**src/fcl_pkg.sv**
```systemverilog
// Functional notes
// - CPU and debug port both read fuses; only the debug port programs or clears.
// - Fuse contents hold through every system reset and read valid from power-up.
// - Loader copies watchdog, oscillator, system A, lock and (after power-on) brown-out fuses to targets at the end of start-up.
// - Newly programmed fuse values reach targets only after the next reset.
// - Watchdog fuse bits 7:4 load the watchdog window field.
// - Watchdog fuse bits 3:0 load the watchdog timeout field.
// - Brown-out settings reload only after power-on reset; other resets keep them.
// - Brown-out fuse bits 7:5 load the brown-out level; codes 0, 2, 7 valid.
// - Brown-out fuse bit 4 loads sample rate: 0 is 1 kHz, 1 is 125 Hz.
// - Brown-out fuse bits 3:2 load active mode: off, on, sampled, on with wait.
// - Brown-out fuse bits 1:0 load sleep mode: off, on, sampled, reserved.
// - Oscillator fuse bit 7 loads calibration lock; set blocks run-time calibration writes.
// - Oscillator fuse bits 1:0 pick 16 or 20 MHz and its factory calibration.
// - System fuse A bits 7:6 select boot CRC source: flash, boot, both, none.
// - System fuse A bit 3 makes the reset pin GPIO or reset input.
// - System fuse A bit 0 keeps EEPROM on chip erase unless device is locked.
// - Factory defaults: oscillator 0x02, system A 0xc0, watchdog and brown-out zero.
// - Without the valid lock key the debug port gets no system bus access.
package fcl_pkg;

    localparam int unsigned FCL_NUM_BYTES = 11;

    localparam logic [3:0] FCL_OFS_WDT  = 4'h0;
    localparam logic [3:0] FCL_OFS_BOD  = 4'h1;
    localparam logic [3:0] FCL_OFS_OSC  = 4'h2;
    localparam logic [3:0] FCL_OFS_SYSA = 4'h5;
    localparam logic [3:0] FCL_OFS_SYSB = 4'h6;
    localparam logic [3:0] FCL_OFS_APP  = 4'h7;
    localparam logic [3:0] FCL_OFS_BOOT = 4'h8;
    localparam logic [3:0] FCL_OFS_LOCK = 4'ha;

    localparam logic [7:0] FCL_ZERO      = 8'h00;
    localparam logic [7:0] FCL_LOCK_OPEN = 8'hc5;

    // Factory image, indexed by offset; reserved slots stay zero
    localparam logic [7:0] FCL_FACTORY [FCL_NUM_BYTES] = '{
        8'h00, 8'h00, 8'h02, 8'h00, 8'h00, 8'hc0,
        8'h07, 8'h00, 8'h00, 8'h00, 8'hc5
    };

    localparam logic [1:0] FCL_FREQ_16M = 2'h1;
    localparam logic [1:0] FCL_FREQ_20M = 2'h2;

    typedef enum logic [1:0] {
        FCL_CRC_FLASH        = 2'b00,
        FCL_CRC_BOOT         = 2'b01,
        FCL_CRC_BOOT_AND_APP = 2'b10,
        FCL_CRC_DISABLED     = 2'b11
    } fcl_crc_t;

    typedef enum logic [1:0] {
        FCL_BOD_OFF     = 2'b00,
        FCL_BOD_ON      = 2'b01,
        FCL_BOD_SAMPLED = 2'b10,
        FCL_BOD_ON_WAIT = 2'b11
    } fcl_bod_mode_t;

    typedef enum logic {
        FCL_ST_LOAD = 1'b0,
        FCL_ST_RUN  = 1'b1
    } fcl_state_t;

    typedef struct packed {
        logic [3:0] window;
        logic [3:0] timeout;
    } fcl_wdt_t;

    typedef struct packed {
        logic [2:0]    brownout_level;
        logic          brownout_sample_rate;
        fcl_bod_mode_t active_mode;
        fcl_bod_mode_t sleep_mode;
    } fcl_bod_t;

    typedef struct packed {
        logic       calibration_lock;
        logic [4:0] unused;
        logic [1:0] osc_frequency_select;
    } fcl_osc_t;

    typedef struct packed {
        fcl_crc_t   boot_crc_source;
        logic [1:0] unused_hi;
        logic       reset_pin_function;
        logic [1:0] unused_lo;
        logic       eeprom_keep_on_erase;
    } fcl_sys_t;

    typedef struct packed {
        logic       lock;
        logic [2:0] unused;
        logic [3:0] osc_temp_cal_value;
    } fcl_cal_b_t;

    typedef struct packed {
        logic       rd_en;
        logic       wr_en;
        logic [3:0] addr;
        logic [7:0] wr_data;
    } fcl_bus_t;

endpackage

```
**src/fcl_fuse_config_loader.sv**
```systemverilog
`timescale 1ns/1ns
module fcl_fuse_config_loader
    import fcl_pkg::*;
(
    input  wire logic        sys_clk,              // System clock
    input  wire logic        resetn,               // System reset, any source
    input  wire logic        fuse_initn,           // Nonvolatile first power-up
    input  wire logic        por_cause,            // Current reset is power-on
    input  wire fcl_bus_t    cpu_bus,              // CPU fuse access
    output logic [7:0]       cpu_rd_data,          // CPU read data
    input  wire fcl_bus_t    prog_debug_port,      // Debug port fuse access
    input  wire logic        pd_chip_erase,        // Debug port chip erase
    output logic [7:0]       pd_rd_data,           // Debug port read data
    output logic             pd_sysbus_grant,      // Debug port bus access
    output logic             eeprom_erase,         // EEPROM erase pulse
    input  wire logic [6:0]  cal16_value,          // Factory 16 MHz cal
    input  wire logic [3:0]  cal16_temp,           // Factory 16 MHz temp cal
    input  wire logic [6:0]  cal20_value,          // Factory 20 MHz cal
    input  wire logic [3:0]  cal20_temp,           // Factory 20 MHz temp cal
    input  wire logic        cal_wr_en,            // Run-time cal write
    input  wire logic        cal_wr_sel,           // 0 cal A, 1 cal B
    input  wire logic [7:0]  cal_wr_data,          // Run-time cal data
    output logic [6:0]       osc_calibration_a,    // Oscillator cal A
    output fcl_cal_b_t       osc_calibration_b,    // Oscillator cal B
    output logic [1:0]       osc_frequency_select, // Oscillator frequency
    output fcl_wdt_t         watchdog_control,     // Watchdog fields
    output fcl_bod_t         brownout_control,     // Brown-out fields
    output fcl_crc_t         boot_crc_source,      // Boot CRC source
    output logic             reset_pin_function,   // 1 reset, 0 GPIO
    output logic             eeprom_keep_on_erase, // EEPROM keep flag
    output logic             load_done             // Start-up copy done
);

    // ************************************************************
    // Fuse bank
    // ************************************************************
    logic [7:0] fuse_ff [FCL_NUM_BYTES];
    logic [7:0] nxt_fuse [FCL_NUM_BYTES];
    logic       lock_open_ff;
    logic       pd_write_ok;

    function automatic logic fcl_mapped(input logic [3:0] addr);
        logic hit;
        hit = 1'b0;
        unique case (addr)
            FCL_OFS_WDT,
            FCL_OFS_BOD,
            FCL_OFS_OSC,
            FCL_OFS_SYSA,
            FCL_OFS_SYSB,
            FCL_OFS_APP,
            FCL_OFS_BOOT,
            FCL_OFS_LOCK: hit = 1'b1;
            default:      hit = 1'b0;
        endcase
        return hit;
    endfunction

    assign pd_write_ok = prog_debug_port.wr_en && lock_open_ff &&
                         fcl_mapped(prog_debug_port.addr);

    // Cpu_bus.wr_en is deliberately never looked at
    always_comb begin
        nxt_fuse = fuse_ff;
        if (pd_write_ok) begin
            nxt_fuse[prog_debug_port.addr[3:0]] = prog_debug_port.wr_data;
        end
        // Erase restores the factory image, which also reopens the lock
        if (pd_chip_erase) begin
            nxt_fuse = FCL_FACTORY;
        end
    end

    // Not on resetn: contents live across every system reset
    always_ff @(posedge sys_clk or negedge fuse_initn) begin
        if (!fuse_initn) begin
            fuse_ff <= FCL_FACTORY;
        end else begin
            fuse_ff <= nxt_fuse;
        end
    end

    // ************************************************************
    // Read ports
    // ************************************************************
    logic [7:0] cpu_rd_data_ff;
    logic [7:0] nxt_cpu_rd_data;
    logic [7:0] pd_rd_data_ff;
    logic [7:0] nxt_pd_rd_data;

    function automatic logic [7:0] fcl_fetch(input logic [3:0] addr,
                                             input logic [7:0] bank [FCL_NUM_BYTES]);
        logic [7:0] val;
        val = FCL_ZERO;
        if (fcl_mapped(addr)) begin
            val = bank[addr];
        end
        return val;
    endfunction

    always_comb begin
        nxt_cpu_rd_data = cpu_rd_data_ff;
        nxt_pd_rd_data  = pd_rd_data_ff;
        if (cpu_bus.rd_en) begin
            nxt_cpu_rd_data = fcl_fetch(cpu_bus.addr, fuse_ff);
        end
        // A locked device hides fuse data from the debug port
        if (prog_debug_port.rd_en) begin
            nxt_pd_rd_data = lock_open_ff ?
                             fcl_fetch(prog_debug_port.addr, fuse_ff) : FCL_ZERO;
        end
    end

    always_ff @(posedge sys_clk or negedge resetn) begin
        if (!resetn) begin
            cpu_rd_data_ff <= FCL_ZERO;
            pd_rd_data_ff  <= FCL_ZERO;
        end else begin
            cpu_rd_data_ff <= nxt_cpu_rd_data;
            pd_rd_data_ff  <= nxt_pd_rd_data;
        end
    end

    assign cpu_rd_data = cpu_rd_data_ff;
    assign pd_rd_data  = pd_rd_data_ff;

    // ************************************************************
    // Start-up loader
    // ************************************************************
    fcl_state_t state_ff;
    fcl_state_t nxt_state;
    logic       load_now;
    fcl_wdt_t   fuse_wdt;
    fcl_bod_t   fuse_bod;
    fcl_osc_t   fuse_osc;
    fcl_sys_t   fuse_sys;

    assign fuse_wdt = fcl_wdt_t'(fuse_ff[FCL_OFS_WDT]);
    assign fuse_bod = fcl_bod_t'(fuse_ff[FCL_OFS_BOD]);
    assign fuse_osc = fcl_osc_t'(fuse_ff[FCL_OFS_OSC]);
    assign fuse_sys = fcl_sys_t'(fuse_ff[FCL_OFS_SYSA]);
    assign load_now = (state_ff == FCL_ST_LOAD);

    always_comb begin
        nxt_state = state_ff;
        unique case (state_ff)
            FCL_ST_LOAD: nxt_state = FCL_ST_RUN;
            FCL_ST_RUN:  nxt_state = FCL_ST_RUN;
        endcase
    end

    // Copy happens once, on the first edge after reset release
    always_ff @(posedge sys_clk or negedge resetn) begin
        if (!resetn) begin
            state_ff <= FCL_ST_LOAD;
        end else begin
            state_ff <= nxt_state;
        end
    end

    assign load_done = (state_ff == FCL_ST_RUN);

    // ************************************************************
    // Target registers, all reset sources
    // ************************************************************
    fcl_wdt_t wdt_ff;
    fcl_wdt_t nxt_wdt;
    fcl_crc_t crc_ff;
    fcl_crc_t nxt_crc;
    logic     pin_ff;
    logic     nxt_pin;
    logic     keep_ff;
    logic     nxt_keep;
    logic     nxt_lock_open;
    logic     erase_ff;
    logic     nxt_erase;

    always_comb begin
        nxt_wdt       = wdt_ff;
        nxt_crc       = crc_ff;
        nxt_pin       = pin_ff;
        nxt_keep      = keep_ff;
        nxt_lock_open = lock_open_ff;
        if (load_now) begin
            nxt_wdt.window  = fuse_wdt.window;
            nxt_wdt.timeout = fuse_wdt.timeout;
            nxt_crc         = fuse_sys.boot_crc_source;
            nxt_pin         = fuse_sys.reset_pin_function;
            nxt_keep        = fuse_sys.eeprom_keep_on_erase;
            nxt_lock_open   = (fuse_ff[FCL_OFS_LOCK] == FCL_LOCK_OPEN);
        end
        // Lock state is the one seen at start-up, not the live fuse
        nxt_erase = pd_chip_erase && (!lock_open_ff || !keep_ff);
    end

    // Locked and GPIO reset pin are the safe values before the copy
    always_ff @(posedge sys_clk or negedge resetn) begin
        if (!resetn) begin
            wdt_ff       <= fcl_wdt_t'(FCL_ZERO);
            crc_ff       <= FCL_CRC_FLASH;
            pin_ff       <= 1'b0;
            keep_ff      <= 1'b0;
            lock_open_ff <= 1'b0;
            erase_ff     <= 1'b0;
        end else begin
            wdt_ff       <= nxt_wdt;
            crc_ff       <= nxt_crc;
            pin_ff       <= nxt_pin;
            keep_ff      <= nxt_keep;
            lock_open_ff <= nxt_lock_open;
            erase_ff     <= nxt_erase;
        end
    end

    assign watchdog_control     = wdt_ff;
    assign boot_crc_source      = crc_ff;
    assign reset_pin_function   = pin_ff;
    assign eeprom_keep_on_erase = keep_ff;
    assign pd_sysbus_grant      = lock_open_ff;
    assign eeprom_erase         = erase_ff;

    // ************************************************************
    // Brown-out target, power-on reload only
    // ************************************************************
    fcl_bod_t bod_ff;
    fcl_bod_t nxt_bod;

    // Por_cause is sampled at the copy edge, never under the reset
    always_comb begin
        nxt_bod = bod_ff;
        if (load_now && por_cause) begin
            nxt_bod.brownout_level       = fuse_bod.brownout_level;
            nxt_bod.brownout_sample_rate = fuse_bod.brownout_sample_rate;
            nxt_bod.active_mode          = fuse_bod.active_mode;
            nxt_bod.sleep_mode           = fuse_bod.sleep_mode;
        end
    end

    // Only first power-up clears it, so warm resets keep the setting
    always_ff @(posedge sys_clk or negedge fuse_initn) begin
        if (!fuse_initn) begin
            bod_ff <= fcl_bod_t'(FCL_ZERO);
        end else begin
            bod_ff <= nxt_bod;
        end
    end

    assign brownout_control = bod_ff;

    // ************************************************************
    // Oscillator calibration
    // ************************************************************
    logic [6:0] cal_a_ff;
    logic [6:0] nxt_cal_a;
    fcl_cal_b_t cal_b_ff;
    fcl_cal_b_t nxt_cal_b;
    logic [1:0] freq_ff;
    logic [1:0] nxt_freq;
    logic       use_16m;

    assign use_16m = (fuse_osc.osc_frequency_select == FCL_FREQ_16M);

    // Reserved frequency codes fall back to the 20 MHz trim
    always_comb begin
        nxt_cal_a = cal_a_ff;
        nxt_cal_b = cal_b_ff;
        nxt_freq  = freq_ff;
        if (load_now) begin
            nxt_freq  = fuse_osc.osc_frequency_select;
            nxt_cal_a = use_16m ? cal16_value : cal20_value;
            nxt_cal_b.osc_temp_cal_value = use_16m ? cal16_temp : cal20_temp;
            nxt_cal_b.lock = fuse_osc.calibration_lock;
        end else if (cal_wr_en && !cal_b_ff.lock) begin
            if (cal_wr_sel) begin
                nxt_cal_b.osc_temp_cal_value = cal_wr_data[3:0];
            end else begin
                nxt_cal_a = cal_wr_data[6:0];
            end
        end
    end

    always_ff @(posedge sys_clk or negedge resetn) begin
        if (!resetn) begin
            cal_a_ff <= 7'h00;
            cal_b_ff <= fcl_cal_b_t'(FCL_ZERO);
            freq_ff  <= FCL_FREQ_20M;
        end else begin
            cal_a_ff <= nxt_cal_a;
            cal_b_ff <= nxt_cal_b;
            freq_ff  <= nxt_freq;
        end
    end

    assign osc_calibration_a    = cal_a_ff;
    assign osc_calibration_b    = cal_b_ff;
    assign osc_frequency_select = freq_ff;

endmodule

```
**config.mk**
```make
export PLATFORM = sky130hd
export DESIGN_NAME = fcl_fuse_config_loader
export DESIGN_NICKNAME = d
export VERILOG_FILES = /design/src/fcl_pkg.sv /design/src/fcl_fuse_config_loader.sv
export SDC_FILE = /design/constraint.sdc
export NUM_CORES = 1
export LEC_CHECK = 0
export BUFFER_PORTS_ARGS = -buffer_cell sky130_fd_sc_hd__buf_2
export CAP_MARGIN = 15
export CORE_MARGIN = 5
export CORE_UTILIZATION = 57
export DETAILED_ROUTE_END_ITERATION = 8
export GPL_TIMING_DRIVEN = 1
export PLACE_DENSITY = 0.79
export SYNTH_ARGS = -nofsm -noshare
export SYNTH_HDL_FRONTEND = slang
export SYNTH_SLANG_ARGS = --single-unit
```
**constraint.sdc**
```tcl
create_clock -name sys_clk -period 1.95 [get_ports sys_clk]
set_clock_uncertainty 0.1 [all_clocks]
set_input_delay 0.2925 -clock sys_clk [delete_from_list [all_inputs] [get_ports sys_clk]]
set_output_delay 0.2925 -clock sys_clk [all_outputs]
set_load 0.01 [all_outputs]
```
* Yosys cells after proc, flatten, opt, wreduce, memory -nomap -nowiden *
Memories as Yosys holds them, arrays and structs flattened.
Cells that the tools add are included.

storage, ports and cells
  register bits after elaboration = 141
  memory bits (read-only) = 48
  logic and storage cells = 80
  output and inout bits = 56
  bits of input ports = 65
  memories kept = 3

memories
  name              words  bits a word  rd ports  clocked after memory_dff  wr ports  RTL line                      RTL
  (name not given)  16     1            1         0                         0         fcl_fuse_config_loader.sv:45  unique case (addr)
  (name not given)  16     1            1         0                         0         fcl_fuse_config_loader.sv:45
  (name not given)  16     1            1         0                         0         fcl_fuse_config_loader.sv:45

operators by class
  eq/ne operators = 5
  multiplexer cells = 24
  order comparisons = 3
  reduce and logical (&&, ||, !) cells = 13
  bitwise operators = 3

operators by type and width
  operator            count
  $mux 88             2
  $bwmux 88           1
  $bmux 8 s4          2
  $mux 8              8
  $demux 8 s4         1
  $mux 7              4
  $mux 4              4
  $ge 5x5->1 const B  2
  $not 4->5           2
  $eq 8x8->1 const B  1
  $logic_and 1x1->1   6
  $lt 5x1->1 const B  1
  $ne 2x2->1 const B  2
  $reduce_and 2->1    2
  $logic_not 1->1     3
  $eq 2x1->1 const B  1
  $mux 1              2
  $ne 2x1->1 const B  1
  $reduce_bool 2->1   1
  $logic_or 1x1->1    1
  $not 1->1           1

* Logic depth before layout (Yosys ltp) *
  word-level depth = 8
  mapped depth = 7
  depth with buffers taken out = 4

* Least setup slack after synthesis *
No wires, ideal clock.

  path kind = input-to-reg
  start point = input cpu_bus[8] (netlist name)
  end point = register cpu_rd_data_ff[6] (netlist: cpu_rd_data[6])
  stages = 5
  data required time = 1.713 ns
  arrival = 1.370 ns
  buffers on the path = 1
  slack = 0.342 ns
  setup time = 0.137 ns
  cell sequence = buf_6 -> or2_0 -> mux4_2 -> a221oi_1 -> a21oi_1

between the ends
  word-level cells in the longest chain between the ends = 5
  elaborated cells on any way between the ends = 7
  those cells by class = mux (5); bitwise (1); memory (1)

ends and longest elaborated chain
  what                                       RTL line                       RTL
  from (decl)                                fcl_fuse_config_loader.sv:9    input wire fcl_bus_t cpu_bus,
  $not 4->5 (implied by the code)            fcl_fuse_config_loader.sv:96   val = bank[addr];
  $bmux 8 s4                                 fcl_fuse_config_loader.sv:96
  $mux 8 (implied by the code) (2 in a row)  fcl_fuse_config_loader.sv:96
  $mux 8 *                                   fcl_fuse_config_loader.sv:95   if (fcl_mapped(addr)) begin
  to (signal assigned)                       fcl_fuse_config_loader.sv:119  cpu_rd_data_ff <= nxt_cpu_rd_data;
  to (decl)                                  fcl_fuse_config_loader.sv:86   logic [7:0] cpu_rd_data_ff;

Every way passes the cells marked *; elsewhere a longest branch is shown, timed or not. The select of a mux whose other input is x is not followed.
A chain may end at the register's enable or synchronous reset.

* Worst setup path after layout *
  start point = register fuse_ff, in the netlist fuse_wdt[1]
  end point = register cpu_rd_data_ff[1] (netlist: cpu_rd_data[1])

between the ends
  word-level cells in the longest chain between the ends = 4

ends and longest elaborated chain
  what                                       RTL line                      RTL
  from (decl)                                fcl_fuse_config_loader.sv:37  logic [7:0] fuse_ff [FCL_NUM_BYTES];
  from (signal assigned)                     fcl_fuse_config_loader.sv:79  fuse_ff <= nxt_fuse;
  $bmux 8 s4                                 fcl_fuse_config_loader.sv:96
  $mux 8 (implied by the code) (2 in a row)  fcl_fuse_config_loader.sv:96
  $mux 8                                     fcl_fuse_config_loader.sv:95

No other way between the ends. The select of a mux whose other input is x is not followed.

==> impl_metrics.py <==
metrics = {
    "synthesis": {
        "synth-adder-area-share": 0,
        "async_reset_ff_frac": 1.00,
        "synth.most_common_cell": "dfrtp_1",
        "synthCells": 699,
        "ys_types": 59,
        "ys.flop_type": "dfrtp_1",
        "synth_edf_count": 0,
        "yosysWarnings": 0,
        "seq_area_frac_synth": 0.494,
        "mappedNetlistArea_mm2": 0.00708,
        "synth_compound_area_frac": 0.164,
        "avgSynthCellArea_um2": 10.1,
        "synthTopCellsByCount": "dfrtp_1 (128), a21oi_1 (84), nand2_1 (82)",
        "ys_ff_latch": 139,
        "synth-simple-area-share": 0.150,
        "synthMuxAreaShare": 0.142,
        "synth_area_leader_cell": "dfrtp_1",
        "synth_top_area_frac": 0.453,
        "synth_top_family_by_area": "compound AO/OA/AOI/OAI gates",
        "synth_xor_xnor_area_share": 0,
        "synth.top_cells.by_area": "dfrtp_1 (45%), mux2i_1 (6.6%), a21oi_1 (5.9%)",
    },
    "worst_setup_path": {
        "critPathCaptureType": "register",
        "crit_arrival_ns": 2.09,
        "reg2regPathDepth": 5,
        "timing.rr.end": "cpu_rd_data[1]",
        "reg2reg_slack_ns": 0.05,
        "worstPathMaxFanout": 2,
        "cp.required_ns": 2.15,
        "critPathLaunchType": "register",
        "r2r-start": "fuse_wdt[1]",
        "path_class": "register to register",
    },
    "timing": {
        "fmax_mhz": 528,
        "setup_viol": 0,
        "rsz0062_at_grt": "false",
        "hold_viol": 0,
        "slew_viol_final": 0,
        "timing.slew.headroom": 0.478,
        "worst_slew_pin_slew_ns": 0.780,
        "layout_setup_ws_ns": 0.0549,
        "post-route-period-util": 0.972,
        "period_minus_slack_ns": 1.90,
    },
    "cells_and_area": {
        "area_delta_synth_final_pct": 22.2,
        "diodes": 0,
        "multi_input_area_mm2": 0.00325,
        "fin_nets": 888,
        "num-fill-cells": 924,
        "regArea_mm2": 0.00349,
        "drive_above_1_share": 0.311,
    },
    "min_path": {
        "hold-path-endpoint": "osc_calibration_a[2]",
        "worstHoldStart": "cal_wr_data[2]",
        "hp-class": "input pin to register",
        "hold_depth": 2,
    },
    "routing": {
        "via_per_inst": 6.11,
        "route.detailed.drc": 0,
        "antenna_left": 0,
        "wl_per_cell_um": 21.1,
        "drt-total-wl_um": 21200,
        "dr.pass1.iters": 8,
        "dr.first_iter.drc_count": 622,
        "num_vias": 6134,
    },
    "floorplanning": {
        "start_util": 0.584,
        "die_width_um": 121,
        "num_rows": 40,
        "core_area_mm2": 0.0121,
        "dieArea_mm2": 0.0147,
        "die_y_um": 121,
        "boundaryPins": 121,
    },
    "clock_network": {
        "cts_htree_levels": 4,
        "cts_buffer_depth": 2,
        "clkSinkCount": 139,
        "clk_pin_slew_worst_paths_ns": 0.06,
        "clock_latency_ns": 0.43,
        "cts-root-buf": "clkbuf_16",
        "cts_buffers": 17,
        "cts_tree": "done",
        "cts_setup_buffers": 0,
    },
    "pwr": {
        "total_power_w": 0.00702,
        "p_leak_nw": 3.96,
        "power_density_mw_per_mm2": 813,
        "ir_drop_mv": 0.494,
    },
    "job": {
        "maxCapViolations": 0,
    },
    "place": {
        "hpwl_um": 15600,
        "place_ws_ns": -0.122,
        "port_buffers": 107,
        "place_congestion": 0.968,
    },
    "global_routing": {
        "grt_overflow": 0,
        "grt_start_max_net_pins": 51,
        "grt_pass1_vias": 6029,
        "antenna_found_initial": 0,
        "grt_pass1_wl_um": 33300,
        "grt_util_all_layers": 0.299,
    },
    "run_status": {
        "status": "finished clean",
    },
}
## routing by layer
layer	vias to the layer above	track usage	part of all wire
met1	3004	0.402	0.41
li1	2737	-	-
met2	307	0.448	0.45
met4	0	0.155	0.054
met5	-	0	0
met3	86	0.0746	0.086
## area by class of cell
type,instances,share of cell area
sequential,139,0.404
clock inverter,10,0.0164
inverter,10,0.00434
clock buffer,22,0.0525
multi-input combinational,490,0.377
tap,168,0.0243
timing repair buffer,165,0.122
## flip-flops by register name (all words and copies together), names as in the netlist, 5 cells and up
signal             cells
fuse_ff               54
brownout_control       8
cpu_rd_data            8
fuse_bod               8
fuse_osc               8
fuse_sys               8
fuse_wdt               8
pd_rd_data             8
watchdog_control       8
osc_calibration_a      7
osc_calibration_b      5
## layout by cell type, fill, tap and decap left out, types with 4 or more instances in the layout
master     synthesis  layout
dfrtp_1          128     128
buf_2             17     106
a21oi_1           84      84
nand2_1           82      82
o21ai_0           60      60
buf_4             10      51
mux2i_1           47      47
nor2b_1           33      32
nor2_1            30      30
mux2_2            29      29
clkbuf_16          0      17
dfstp_2           11      11
inv_1             10      10
o22ai_1            9       9
mux4_2             8       8
nand3b_1           7       7
or2_0              7       7
or3b_2             7       7
nand3_1            6       6
a221oi_1           8       6
buf_12             0       6
a211o_1            5       5
o211ai_1           4       4
nand2b_1           4       4
o221ai_1           4       4
a221o_1            4       4
nor2_2             4       4
nor3_1             4       4
conb_1             2       4
clkbuf_1          30       4
## how the worst max path moves through the flow
stage,startpoint,end,slack [ns],depth (start not counted)
global placement,fuse_osc[1],osc_calibration_a[6],-0.03,4
CTS,fuse_wdt[1],cpu_rd_data[1],0.08,5
detailed placement,fuse_osc[1],osc_calibration_a[5],-0.12,4
floorplan,cpu_bus[8],cpu_rd_data[6],0.34,5
finish,fuse_wdt[1],cpu_rd_data[1],0.05,5
global route,fuse_wdt[1],cpu_rd_data[1],0.04,5
## where the power goes
part	internal [W]	leakage, nW	switching, W
combinational	0.000301	1.82	0.000465
clock	0.00205	0.285	0.00121
sequential	0.00296	1.85	0.0000474
total	0.00531	3.96	0.00172
## critical path, stage by stage (launching register included)
cell,delay [ns]
dfrtp_1,0.38
or2_0,0.27
mux4_2,0.50
a221oi_1,0.29
buf_4,0.18
a21oi_1,0.06
## per-stage QoR
step	hold WS [ns]	utilization	instances	area [um2]	setup TNS [ns]
after global routing	0.0154	0.714	1004	8640	0
after CTS	0.0112	0.713	1004	8630	0
after detailed placement	0.118	0.662	970	8010	-0.473
after floorplan	-0.103	-	701	7080	0
final	0.0198	0.714	1004	8640	0
after global placement	0.113	0.662	970	8010	-0.0841
## timing repair
item | CTS | global route
cloned | 0 | 0
gates resized for setup | 1 | 2
endpoints found under the hold margin | 66 | 0
pin swaps | 0 | 0
endpoints found under the setup margin | 5 | 2
hold buffers | 2 | 0
## cells by family (layout without fill, tap and decap cells)
logic type             Yosys count  count (layout)
and+or+nand+nor                203             203
AOI/OAI and AO/OA              198             198
DFF                            139             139
muxes                           85              85
buffers and inverters           72             207
other                            2               4
(Power assumes the default switching activity.)
